===== config.mk =====
export PLATFORM = sky130hd
export DESIGN_NAME = soc_regs
export DESIGN_NICKNAME = d
export VERILOG_FILES = /design/src/include/soc_pkg.sv /design/src/soc_regs.sv
export SDC_FILE = /design/constraint.sdc
export NUM_CORES = 1
export LEC_CHECK = 0
export BUFFER_PORTS_ARGS = -buffer_cell sky130_fd_sc_hd__buf_2
export CORE_MARGIN = 10
export CORE_UTILIZATION = 35
export CTS_CLUSTER_SIZE = 10
export DETAILED_ROUTE_END_ITERATION = 10
export GPL_ROUTABILITY_DRIVEN = 0
export PLACE_DENSITY_LB_ADDON = 0.08
export SETUP_SLACK_MARGIN = 0.3
export SYNTH_ARGS = -nofsm -noshare
export SYNTH_HDL_FRONTEND = slang
export SYNTH_SLANG_ARGS = --single-unit

===== constraint.sdc =====
create_clock -name ref_clk -period 3 [get_ports ref_clk]
set_input_delay 0.45 -clock ref_clk [delete_from_list [all_inputs] [get_ports ref_clk]]
set_output_delay 0.45 -clock ref_clk [all_outputs]
set_load 0.02 [all_outputs]

===== src/include/soc_pkg.sv =====
package soc_pkg;

  localparam int SOC_NREG      = 38;
  localparam int SOC_ADDR_W    = 12;
  localparam int SOC_DATA_W    = 32;
  localparam int SOC_IDX_LSB   = 2;
  localparam int SOC_IDX_MSB   = 9;
  localparam logic [1:0] SOC_RESP_OKAY   = 2'h0;
  localparam logic [1:0] SOC_RESP_SLVERR = 2'h2;

  // Entry numbers within the register array
  localparam int SOC_E_LOCK       = 0;
  localparam int SOC_E_P_EN       = 1;
  localparam int SOC_E_P_RUN      = 2;
  localparam int SOC_E_P_MULT_LO  = 3;
  localparam int SOC_E_P_MULT_HI  = 4;
  localparam int SOC_E_P_COARSE   = 5;
  localparam int SOC_E_P_FINE     = 6;
  localparam int SOC_E_P_RATE     = 7;
  localparam int SOC_E_P_STYLE    = 8;
  localparam int SOC_E_P_SHIFT0   = 9;
  localparam int SOC_E_P_SHIFT1   = 10;
  localparam int SOC_E_P_SHIFT2   = 11;
  localparam int SOC_E_H_EN       = 12;
  localparam int SOC_E_H_RUN      = 13;
  localparam int SOC_E_H_CLKSEL   = 14;
  localparam int SOC_E_H_COARSE   = 15;
  localparam int SOC_E_H_FINE     = 16;
  localparam int SOC_E_H_RATE     = 17;
  localparam int SOC_E_H_STYLE    = 18;
  localparam int SOC_E_H_SHIFT0   = 19;
  localparam int SOC_E_H_SHIFT1   = 20;
  localparam int SOC_E_H_SHIFT2   = 21;
  localparam int SOC_E_PAIR_CTRL  = 22;
  localparam int SOC_E_PAIR_RATE  = 23;
  localparam int SOC_E_FB_FINE    = 24;
  localparam int SOC_E_MON_PROF   = 25;
  localparam int SOC_E_A_MULT_LO  = 26;
  localparam int SOC_E_A_MULT_HI  = 27;
  localparam int SOC_E_A_EDGE_LO  = 28;
  localparam int SOC_E_A_EDGE_HI  = 29;
  localparam int SOC_E_A_PLO0     = 30;
  localparam int SOC_E_A_PLO1     = 31;
  localparam int SOC_E_A_PHI0     = 32;
  localparam int SOC_E_A_PHI1     = 33;
  localparam int SOC_E_A_CYC      = 34;
  localparam int SOC_E_A_QUARTER  = 35;
  localparam int SOC_E_B_CYC      = 36;
  localparam int SOC_E_B_QUARTER  = 37;

  // Register index; byte address is four times this
  localparam logic [7:0] SOC_IDX [SOC_NREG] = '{
    8'h28, 8'h36, 8'h37, 8'h38, 8'h39, 8'h3a, 8'h3d, 8'h3e,
    8'h3f, 8'h40, 8'h41, 8'h42, 8'h50, 8'h51, 8'h52, 8'h53,
    8'h55, 8'h56, 8'h57, 8'h58, 8'h59, 8'h5a, 8'h60, 8'h61,
    8'h63, 8'h65, 8'h67, 8'h68, 8'h69, 8'h6a, 8'h6b, 8'h6c,
    8'h6d, 8'h6e, 8'h6f, 8'h70, 8'h79, 8'h7a};

  localparam logic [7:0] SOC_RST [SOC_NREG] = '{
    8'h04, 8'h8f, 8'h0f, 8'h00, 8'h01, 8'h00, 8'h00, 8'h05,
    8'h83, 8'h00, 8'h00, 8'h00, 8'h8f, 8'h0f, 8'h42, 8'h00,
    8'h00, 8'h05, 8'h23, 8'h00, 8'h00, 8'h00, 8'ha3, 8'h53,
    8'hf5, 8'h00, 8'h00, 8'h00, 8'h00, 8'h00, 8'h00, 8'h00,
    8'h00, 8'h00, 8'h00, 8'h00, 8'h00, 8'h00};

  // Implemented bits; the upper two bits of 14 and 22 bit values read zero
  localparam logic [7:0] SOC_WMASK [SOC_NREG] = '{
    8'h00, 8'hff, 8'hff, 8'hff, 8'h3f, 8'hff, 8'hff, 8'hff,
    8'hff, 8'hff, 8'hff, 8'h3f, 8'hff, 8'hff, 8'hff, 8'hff,
    8'hff, 8'hff, 8'hff, 8'hff, 8'hff, 8'h3f, 8'hff, 8'hff,
    8'hff, 8'hff, 8'hff, 8'h3f, 8'hff, 8'hff, 8'hff, 8'hff,
    8'hff, 8'hff, 8'hff, 8'hff, 8'hff, 8'hff};

  typedef struct packed {
    logic [7:0]  output_enable;
    logic [7:0]  output_run;
    logic [13:0] mult;
    logic [7:0]  coarse_phase;
    logic [7:0]  fine_phase;
    logic [7:0]  pulse_rate;
    logic [7:0]  pulse_style;
    logic [21:0] pulse_shift;
  } soc_path_cfg_t;

  typedef struct packed {
    logic [13:0] mult;
    logic [7:0]  edge_low_limit;
    logic [7:0]  edge_high_limit;
    logic [15:0] period_low_limit;
    logic [15:0] period_high_limit;
    logic [7:0]  cycles_minus_one;
    logic [7:0]  quarter_rate_reference;
  } soc_profile_cfg_t;

  typedef struct packed {
    soc_path_cfg_t    prog;
    soc_path_cfg_t    hirate;
    logic [7:0]       pair_output_control;
    logic [7:0]       pair_output_rate;
    logic [7:0]       feedback_fine_phase;
    logic [7:0]       input_monitor_profile;
    soc_profile_cfg_t profile_a;
    logic [7:0]       profile_b_cycles_minus_one;
    logic [7:0]       profile_b_quarter_rate_reference;
  } soc_cfg_t;

endpackage : soc_pkg


===== src/soc_regs.sv =====
// Notes on behaviour
// - Loop lock status byte is read only, resets to 04, writes ignored.
// - Synthesizer output enable byte, read/write, resets to 8F.
// - Synthesizer run byte, separate from enable, resets to 0F.
// - Synthesizer multiplier N of 14 bits over two bytes, resets 00 and 01.
// - Synthesizer coarse phase byte, read/write, resets to 00.
// - Synthesizer fine phase alignment byte, read/write, resets to 00.
// - Synthesizer frame pulse rate byte resets 05, style byte resets 83.
// - Synthesizer pulse shift low sixteen bits in two bytes, reset zero.
// - Pulse shift bits 21 to 16 in a third byte, reset zero.
// - High rate path enable byte resets 8F, run byte resets 0F.
// - High rate clock select byte, read/write, resets to 42.
// - High rate coarse and fine phase bytes, read/write, reset 00.
// - High rate pulse rate byte resets 05, style byte resets 23.
// - High rate pulse shift low sixteen bits in two bytes, reset zero.
// - Pair output control byte resets A3, rate byte resets 53.
// - Feedback fine phase alignment byte, read/write, resets to F5.
// - Input monitor profile select byte, read/write, resets to 00.
// - Profile A multiplier N of 14 bits over two bytes, reset zero.
// - Profile A edge low and high limit bytes, reset zero.
// - Profile A period low limit, lowest byte read/write, reset zero.
// - Each profile holds monitoring cycle count stored minus one.
// - Each profile holds quarter rate reference select control.
module soc_regs
  import soc_pkg::*;
(
  // Clock and reset
  input  wire logic                        ref_clk,
  input  wire logic                        sys_rst,
  // Lock state from loop logic, same clock
  input  wire logic [7:0]                  lock_state_in,
  // AXI4-Lite write address
  input  wire logic                        s_axi_awvalid,
  output      logic                        s_axi_awready,
  input  wire logic [soc_pkg::SOC_ADDR_W-1:0] s_axi_awaddr,
  input  wire logic [2:0]                  s_axi_awprot,
  // AXI4-Lite write data
  input  wire logic                        s_axi_wvalid,
  output      logic                        s_axi_wready,
  input  wire logic [soc_pkg::SOC_DATA_W-1:0] s_axi_wdata,
  input  wire logic [3:0]                  s_axi_wstrb,
  // AXI4-Lite write response
  output      logic                        s_axi_bvalid,
  input  wire logic                        s_axi_bready,
  output      logic [1:0]                  s_axi_bresp,
  // AXI4-Lite read address
  input  wire logic                        s_axi_arvalid,
  output      logic                        s_axi_arready,
  input  wire logic [soc_pkg::SOC_ADDR_W-1:0] s_axi_araddr,
  input  wire logic [2:0]                  s_axi_arprot,
  // AXI4-Lite read data
  output      logic                        s_axi_rvalid,
  input  wire logic                        s_axi_rready,
  output      logic [soc_pkg::SOC_DATA_W-1:0] s_axi_rdata,
  output      logic [1:0]                  s_axi_rresp,
  // Configuration to the output and monitor logic
  output      soc_pkg::soc_cfg_t           cfg
);

  import soc_pkg::*;

  logic [7:0]              reg_ff [SOC_NREG];
  logic                    awready_ff;
  logic                    wready_ff;
  logic                    bvalid_ff;
  logic [1:0]              bresp_ff;
  logic                    arready_ff;
  logic                    rvalid_ff;
  logic [SOC_DATA_W-1:0]   rdata_ff;
  logic [1:0]              rresp_ff;
  logic                    aw_held_ff;
  logic                    w_held_ff;
  logic [SOC_ADDR_W-1:0]   awaddr_ff;
  logic [7:0]              wbyte_ff;
  logic                    wlane_ff;
  logic [SOC_NREG-1:0]     wr_hit;
  logic [SOC_NREG-1:0]     rd_hit;
  logic                    aw_take;
  logic                    w_take;
  logic                    do_write;
  logic                    ar_take;
  logic [7:0]              nxt_rbyte;

  assign aw_take  = s_axi_awvalid & awready_ff;
  assign w_take   = s_axi_wvalid & wready_ff;
  assign do_write = aw_held_ff & w_held_ff & ~bvalid_ff;
  assign ar_take  = s_axi_arvalid & arready_ff;

  // Word decode; bits above the index must be zero
  genvar gi;
  generate
    for (gi = 0; gi < SOC_NREG; gi++) begin : g_dec
      assign wr_hit[gi] =
        (awaddr_ff[SOC_IDX_MSB:SOC_IDX_LSB] == SOC_IDX[gi]) &&
        (awaddr_ff[SOC_ADDR_W-1:SOC_IDX_MSB+1] == '0);
      assign rd_hit[gi] =
        (s_axi_araddr[SOC_IDX_MSB:SOC_IDX_LSB] == SOC_IDX[gi]) &&
        (s_axi_araddr[SOC_ADDR_W-1:SOC_IDX_MSB+1] == '0);
    end
  endgenerate

  // Write address and data taken in either order
  always_ff @(posedge ref_clk) begin
    if (sys_rst) begin
      awready_ff <= 1'b0;
      aw_held_ff <= 1'b0;
      awaddr_ff  <= '0;
    end else if (aw_take) begin
      awready_ff <= 1'b0;
      aw_held_ff <= 1'b1;
      awaddr_ff  <= s_axi_awaddr;
    end else if (do_write) begin
      aw_held_ff <= 1'b0;
    end else if (!aw_held_ff && !bvalid_ff) begin
      awready_ff <= 1'b1;
    end
  end

  always_ff @(posedge ref_clk) begin
    if (sys_rst) begin
      wready_ff <= 1'b0;
      w_held_ff <= 1'b0;
      wbyte_ff  <= 8'h00;
      wlane_ff  <= 1'b0;
    end else if (w_take) begin
      wready_ff <= 1'b0;
      w_held_ff <= 1'b1;
      wbyte_ff  <= s_axi_wdata[7:0];
      wlane_ff  <= s_axi_wstrb[0];
    end else if (do_write) begin
      w_held_ff <= 1'b0;
    end else if (!w_held_ff && !bvalid_ff) begin
      wready_ff <= 1'b1;
    end
  end

  // Response only after both halves; unmapped words answer SLVERR
  always_ff @(posedge ref_clk) begin
    if (sys_rst) begin
      bvalid_ff <= 1'b0;
      bresp_ff  <= SOC_RESP_OKAY;
    end else if (do_write) begin
      bvalid_ff <= 1'b1;
      bresp_ff  <= (|wr_hit) ? SOC_RESP_OKAY : SOC_RESP_SLVERR;
    end else if (s_axi_bready) begin
      bvalid_ff <= 1'b0;
    end
  end

  // Register storage, one byte per word
  generate
    for (gi = 0; gi < SOC_NREG; gi++) begin : g_reg
      if (gi == SOC_E_LOCK) begin : g_ro
        always_ff @(posedge ref_clk) begin
          if (sys_rst) begin
            reg_ff[gi] <= SOC_RST[gi];
          end else begin
            reg_ff[gi] <= lock_state_in;
          end
        end
      end else begin : g_rw
        always_ff @(posedge ref_clk) begin
          if (sys_rst) begin
            reg_ff[gi] <= SOC_RST[gi] & SOC_WMASK[gi];
          end else if (do_write && wr_hit[gi] && wlane_ff) begin
            reg_ff[gi] <= wbyte_ff & SOC_WMASK[gi];
          end
        end
      end
    end
  endgenerate

  always_comb begin
    nxt_rbyte = 8'h00;
    for (int i = 0; i < SOC_NREG; i++) begin
      if (rd_hit[i]) begin
        nxt_rbyte = nxt_rbyte | reg_ff[i];
      end
    end
  end

  // Read answers one cycle after the address is taken
  always_ff @(posedge ref_clk) begin
    if (sys_rst) begin
      arready_ff <= 1'b0;
      rvalid_ff  <= 1'b0;
      rdata_ff   <= '0;
      rresp_ff   <= SOC_RESP_OKAY;
    end else if (ar_take) begin
      arready_ff <= 1'b0;
      rvalid_ff  <= 1'b1;
      rdata_ff   <= {24'h000000, nxt_rbyte};
      rresp_ff   <= (|rd_hit) ? SOC_RESP_OKAY : SOC_RESP_SLVERR;
    end else if (rvalid_ff && s_axi_rready) begin
      rvalid_ff  <= 1'b0;
    end else if (!rvalid_ff) begin
      arready_ff <= 1'b1;
    end
  end

  assign s_axi_awready = awready_ff;
  assign s_axi_wready  = wready_ff;
  assign s_axi_bvalid  = bvalid_ff;
  assign s_axi_bresp   = bresp_ff;
  assign s_axi_arready = arready_ff;
  assign s_axi_rvalid  = rvalid_ff;
  assign s_axi_rdata   = rdata_ff;
  assign s_axi_rresp   = rresp_ff;

  // Field view of the stored bytes; wiring only, no logic
  // Synthesizer path: enables, multiplier, phases and pulse fields
  assign cfg.prog.output_enable = reg_ff[SOC_E_P_EN];
  assign cfg.prog.output_run    = reg_ff[SOC_E_P_RUN];
  assign cfg.prog.mult          = {reg_ff[SOC_E_P_MULT_HI][5:0],
                                   reg_ff[SOC_E_P_MULT_LO]};
  assign cfg.prog.coarse_phase  = reg_ff[SOC_E_P_COARSE];
  assign cfg.prog.fine_phase    = reg_ff[SOC_E_P_FINE];
  assign cfg.prog.pulse_rate    = reg_ff[SOC_E_P_RATE];
  assign cfg.prog.pulse_style   = reg_ff[SOC_E_P_STYLE];
  assign cfg.prog.pulse_shift   = {reg_ff[SOC_E_P_SHIFT2][5:0],
                                   reg_ff[SOC_E_P_SHIFT1],
                                   reg_ff[SOC_E_P_SHIFT0]};

  assign cfg.hirate.output_enable = reg_ff[SOC_E_H_EN];
  assign cfg.hirate.output_run    = reg_ff[SOC_E_H_RUN];
  assign cfg.hirate.mult          = {6'h00, reg_ff[SOC_E_H_CLKSEL]};
  assign cfg.hirate.coarse_phase  = reg_ff[SOC_E_H_COARSE];
  assign cfg.hirate.fine_phase    = reg_ff[SOC_E_H_FINE];
  assign cfg.hirate.pulse_rate    = reg_ff[SOC_E_H_RATE];
  assign cfg.hirate.pulse_style   = reg_ff[SOC_E_H_STYLE];
  assign cfg.hirate.pulse_shift   = {reg_ff[SOC_E_H_SHIFT2][5:0],
                                     reg_ff[SOC_E_H_SHIFT1],
                                     reg_ff[SOC_E_H_SHIFT0]};

  assign cfg.pair_output_control = reg_ff[SOC_E_PAIR_CTRL];
  assign cfg.pair_output_rate    = reg_ff[SOC_E_PAIR_RATE];
  assign cfg.feedback_fine_phase = reg_ff[SOC_E_FB_FINE];
  assign cfg.input_monitor_profile = reg_ff[SOC_E_MON_PROF];

  assign cfg.profile_a.mult = {reg_ff[SOC_E_A_MULT_HI][5:0],
                               reg_ff[SOC_E_A_MULT_LO]};
  assign cfg.profile_a.edge_low_limit  = reg_ff[SOC_E_A_EDGE_LO];
  assign cfg.profile_a.edge_high_limit = reg_ff[SOC_E_A_EDGE_HI];
  assign cfg.profile_a.period_low_limit  = {reg_ff[SOC_E_A_PLO1],
                                            reg_ff[SOC_E_A_PLO0]};
  assign cfg.profile_a.period_high_limit = {reg_ff[SOC_E_A_PHI1],
                                            reg_ff[SOC_E_A_PHI0]};
  assign cfg.profile_a.cycles_minus_one  = reg_ff[SOC_E_A_CYC];
  assign cfg.profile_b_cycles_minus_one  = reg_ff[SOC_E_B_CYC];
  assign cfg.profile_a.quarter_rate_reference = reg_ff[SOC_E_A_QUARTER];
  assign cfg.profile_b_quarter_rate_reference = reg_ff[SOC_E_B_QUARTER];

endmodule : soc_regs


==> Word-level counts from Yosys, hierarchy flattened <==
Memories as Yosys holds them, arrays and structs flattened.
Cells that the tools add are included.
{ "word_totals": {"regBits": 40, "out_inout_bits": 335, "in_bits": 81, "ramBits": 304, "mem_count": 1} }
{ "mem_list": {"columns": ["memory", "words", "word_bits", "rd", "rd_clocked_by_memory_dff", "write_ports", "line_no", "source"], "rows": [
  ["reg_ff", 38, 8, 38, 0, 38, "soc_regs.sv:62", "logic [7:0] reg_ff [SOC_NREG];"]
]} }
{ "classes": {"mux": 199, "reduce_logical": 170, "bitwise_logic": 84, "eq_ne": 76} }
{ "ops": {"columns": ["op", "n"], "rows": [
  ["8-bit 2-to-1 mux", 76],
  ["8-bit by 7-bit == test with 1-bit output (second input constant)", 58],
  ["8-bit bitwise OR", 37],
  ["1-bit logical AND", 153],
  ["8-bit by 6-bit == test with 1-bit output (second input constant)", 18],
  ["1-bit 2-to-1 mux", 121],
  ["38-bit OR reduction", 2],
  ["1-bit bitwise OR", 38],
  ["2-bit nonzero test", 4],
  ["2-bit AND reduction", 3],
  ["2-bit OR reduction", 3],
  ["1-bit bitwise AND", 5],
  ["2-bit logical NOT", 2],
  ["2-bit 2-to-1 mux", 2],
  ["1-bit inverter", 4],
  ["1-bit logical NOT", 3]
]} }

==> Logic depth before layout (Yosys ltp) <==
{ "logic_depth": {"depth_word": 77, "ltp_mapped": 9, "ltp_nobuf": 6} }

==> Least setup slack after synthesis <==
No wires, ideal clock.
{ "synth_timing": {"kind": "reg-to-reg", "startpoint": "register bvalid_ff, in the netlist s_axi_bvalid", "endpoint": "memory reg_ff[15][0], in the netlist reg_ff[1][56], enable pin", "required_ns": 2.625, "n_path_buf": 2, "path_slack_ns": 0.676, "setup_ns": 0.375, "arrival_ns": 1.949, "path_stages_with_launch": 7, "synth_period_minus_slack_ns": 2.324, "path_cell_list": "dfxtp_1 > nand3b_4 > or2_1 > clkbuf_1 > or3_1 > clkbuf_1 > o21bai_1"} }
{ "synth_rtl": {"columns": ["item", "line_no", "source"], "rows": [
  ["start, declared", "soc_regs.sv:65", "logic bvalid_ff;"],
  ["start signal, assigned", "soc_regs.sv:140", "bvalid_ff <= 1'b0;"],
  ["start signal, assigned", "soc_regs.sv:143", "bvalid_ff <= 1'b1;"],
  ["start signal, assigned", "soc_regs.sv:146", "bvalid_ff <= 1'b0;"],
  ["end, declared", "soc_regs.sv:62", null]
]} }

==> results.txt <==
HP Class: primary input to register
Worst EP required: 3.27 ns
Post-DR wirelength/cell: 34.0 um
Worst reg2reg path depth: 8
H-tree depth: 2
Synth Instances: 1,473
Setup CP Type: register to register
CP max stage cell: or3_1
EDFF count, synth: 288
Final hold violation count: 0
Hold WS: 0.0659 ns
HPWL after DPL: 63,400 um
Non-Filler Instances: 2,427
Core Box Area: 46,800 sq um
Final worst-path cycle share: 84.6%
CTS tree: done
# setup viols final: 0
Die Width: 238 um
Relative slew slack: 22.8%
Overflow after GRT: 0
Clock Tree Buf Depth: 3
Syn avg cell area: 11.3 sq um
Place WS: 0.234 ns
Sequential fraction of the synthesis area: 57.3%
Fmax: 394 MHz
Syn Std Cell Area: 16,600 sq um
RR Startpoint: awaddr_ff[9]$_SDFFE_PP0P_
DRT iter0 DRCs: 2,233
CP arrival: 2.80 ns
CTS root buffer: clkbuf_16
Initial antenna violation count: 1
Synth top area share: 52.0%
Skew final: 0.0164 ns
Syn-to-layout area delta: 20.9%
Crit path max fanout: 34
DR pass1 iterations: 5
FF+latch count, synth: 332
CP startpoint: awaddr_ff[9]$_SDFFE_PP0P_
Setup slack after layout: 0.462 ns
Slowest cell delay on critical path: 0.37 ns
Leak Pwr: 7.66 nW
Crit path top cell by count: buf_4
Die height: 238 um
CTS buffer count: 40
Reg2reg end: reg_ff[2][17]$_SDFFCE_PN1P_
Clock Latency Late Sink: 0.58 ns
Die ar.: 56,600 sq um
Vias: 14,400
Largest net degree at the start of global routing: 41
Crit start category: register
GRT Overall Usage: 27.9%
Instance count on the critical path: 8
DRC: 0
# IOs: 416
Area leader, netlist: edfxtp_1
Synth warn: 0
RSZ-0062 raised after global routing: false
Worst Setup EP: reg_ff[2][17]$_SDFFCE_PN1P_
Fraction of layout instances using a drive strength above 1: 30.4%
Cells after DPL: 2,357
Largest delay contributor family on the critical path: simple AND/OR/NAND/NOR gates
Slew @ Worst Pin: 1.16 ns
Dominant synthesized flop cell: edfxtp_1
# diodes: 0
Area contributors post-synth: edfxtp_1 (52%), and2_1 (7.2%), dfxtp_1 (5.3%), buf_4 (3.9%), nand2_1 (2.5%)
Pins Over Slew Limit: 0
Buffer and inverter count on the worst path: 2
Tmin final: 2.54 ns
VDD IR max: 0.000302 V
Setup TNS Final: 0 ns
Critical path, cell by cell: nor3_1 > buf_4 > nand3b_1 > or3_1 > or2_1 > buf_4 > nor2_2 > nand2_1
DRT antenna net count: 0
Flop-to-flop setup slack: 0.46 ns
First-pass GRT wire length: 112,000 um
CTS sink count: 332
Outcome: finished, final reports clean
Hold_buf cts: 0
Synth unique cells: 77
Rows: 79
Max Cap Viol: 0
Starting density of the core: 35.6%
Final Total Pwr: 11.0 mW
Async S/R FF share, synth: 0%
Nets: 1,873
Setup crit end kind: register
Hold path start: lock_state_in[2]
WL final: 82,500 um
Clk slew on worst S/H paths: 0.06 ns
Vias in the first global route: 13,800
Port bufs: 346
Power per cell area: 548 nW/um^2
Vias per cell: 5.93
==> synthesized netlist by cell type (9+ instances only) <==
cell type	n
mux2_2	11
mux2i_1	22
edfxtp_1	288
nand2b_1	9
nor3_1	74
a32o_1	9
nor4_1	13
buf_2	22
o21bai_1	17
a31oi_1	9
o22ai_1	9
nor2b_1	29
and3_1	14
and2_1	192
nand4_1	14
a22oi_1	31
inv_1	9
a22o_1	21
nand2_1	111
or3_1	35
clkbuf_1	83
nand3_1	31
dfxtp_1	44
a32oi_1	32
buf_4	87
a21oi_1	32
nor2_1	68
o21ai_0	22
a21o_1	16
==> through the flow <==
step                utilization (%)  instance area (sq um)
global route                   43.0                  20100
detailed placement             40.4                  18900
floorplan                         -                  16700
global placement               40.4                  18900
CTS                            43.0                  20100
finish                         43.0                  20100
==> metal layers <==
layer  routed length, um  up-vias  global-route usage, %
met5                   0        -                      0
li1                    -     5999                      -
met1               33600     7258                   37.5
met2               37400     1014                   43.6
met4                2510        0                   8.93
met3                8960      133                   6.40
==> where the power goes <==
part	internal (mW)	switching, mW
logic	0.293	0.743
registers	5.16	0.246
clock network	2.62	1.95
total	8.07	2.94
==> state kept, by name (all words and copies together), names as in the netlist <==
register / count
aw_held_ff: 1
awaddr_ff: 10
reg_ff: 296
s_axi_arready: 1
s_axi_awready: 1
s_axi_bresp: 1
s_axi_bvalid: 1
s_axi_rdata: 8
s_axi_rresp: 1
s_axi_rvalid: 1
s_axi_wready: 1
w_held_ff: 1
wbyte_ff: 8
wlane_ff: 1
==> worst min-delay path by stage <==
stage	endpoint	slack [ns]	cells past startpoint
2_1_floorplan	awaddr_ff[11]$_SDFFE_PP0P_	0.44	2
3_3_place_gp	awaddr_ff[11]$_SDFFE_PP0P_	0.45	2
3_5_place_dp	awaddr_ff[10]$_SDFFE_PP0P_	0.45	2
4_1_cts	reg_ff[0][2]$_SDFF_PP1_	0.05	2
5_1_grt	reg_ff[0][2]$_SDFF_PP1_	0.08	2
6_report	reg_ff[0][2]$_SDFF_PP1_	0.07	2
==> cell type report <==
cell class / count / area, sq um
repair buffers: 447 / 2530
clock buffers: 65 / 1120
well taps: 607 / 759
multi-input cells: 960 / 6050
fillers: 4564 / 26700
inverters: 11 / 41.3
clock inverters: 5 / 57.6
flip-flops and latches: 332 / 9540
==> cell usage in the layout (no fill, tap or decap), types with 5 or more instances in the layout <==
cell type  instances
buf_2            345
edfxtp_1         288
and2_1           192
nand2_1          111
buf_4             99
nor3_1            74
nor2_1            66
clkbuf_16         41
dfxtp_1           38
or3_1             35
a21oi_1           32
a32oi_1           32
conb_1            32
nand3_1           31
a22oi_1           31
nor2b_1           29
clkbuf_1          24
o21ai_0           22
mux2i_1           22
a22o_1            21
o21bai_1          17
nand4_1           14
and3_1            14
nor4_1            13
a21o_1            11
mux2_2            11
inv_1              9
nand2b_1           9
o22ai_1            9
a31oi_1            9
a32o_1             9
a31o_2             7
a221oi_1           7
a311oi_1           7
nor2_2             6
a2111oi_0          6
dfxtp_2            6
a21o_2             5
o31ai_1            5
==> what timing repair did <==
| action | 4_1_cts | 5_1_grt |
|---|---|---|
| setup endpoints to repair | 0 | 37 |
| resized for setup | 0 | 7 |
| buffers inserted | 0 | 0 |
==> cells by family after synthesis <==
logic type	share of synthesized area (%)
compound gates	11.5
xor+xnor	0.0527
buf+inv	7.19
flops	57.3
mux	2.20
other cells	0.0226
simple gates	21.7
Power figures use the tool's default switching activity.
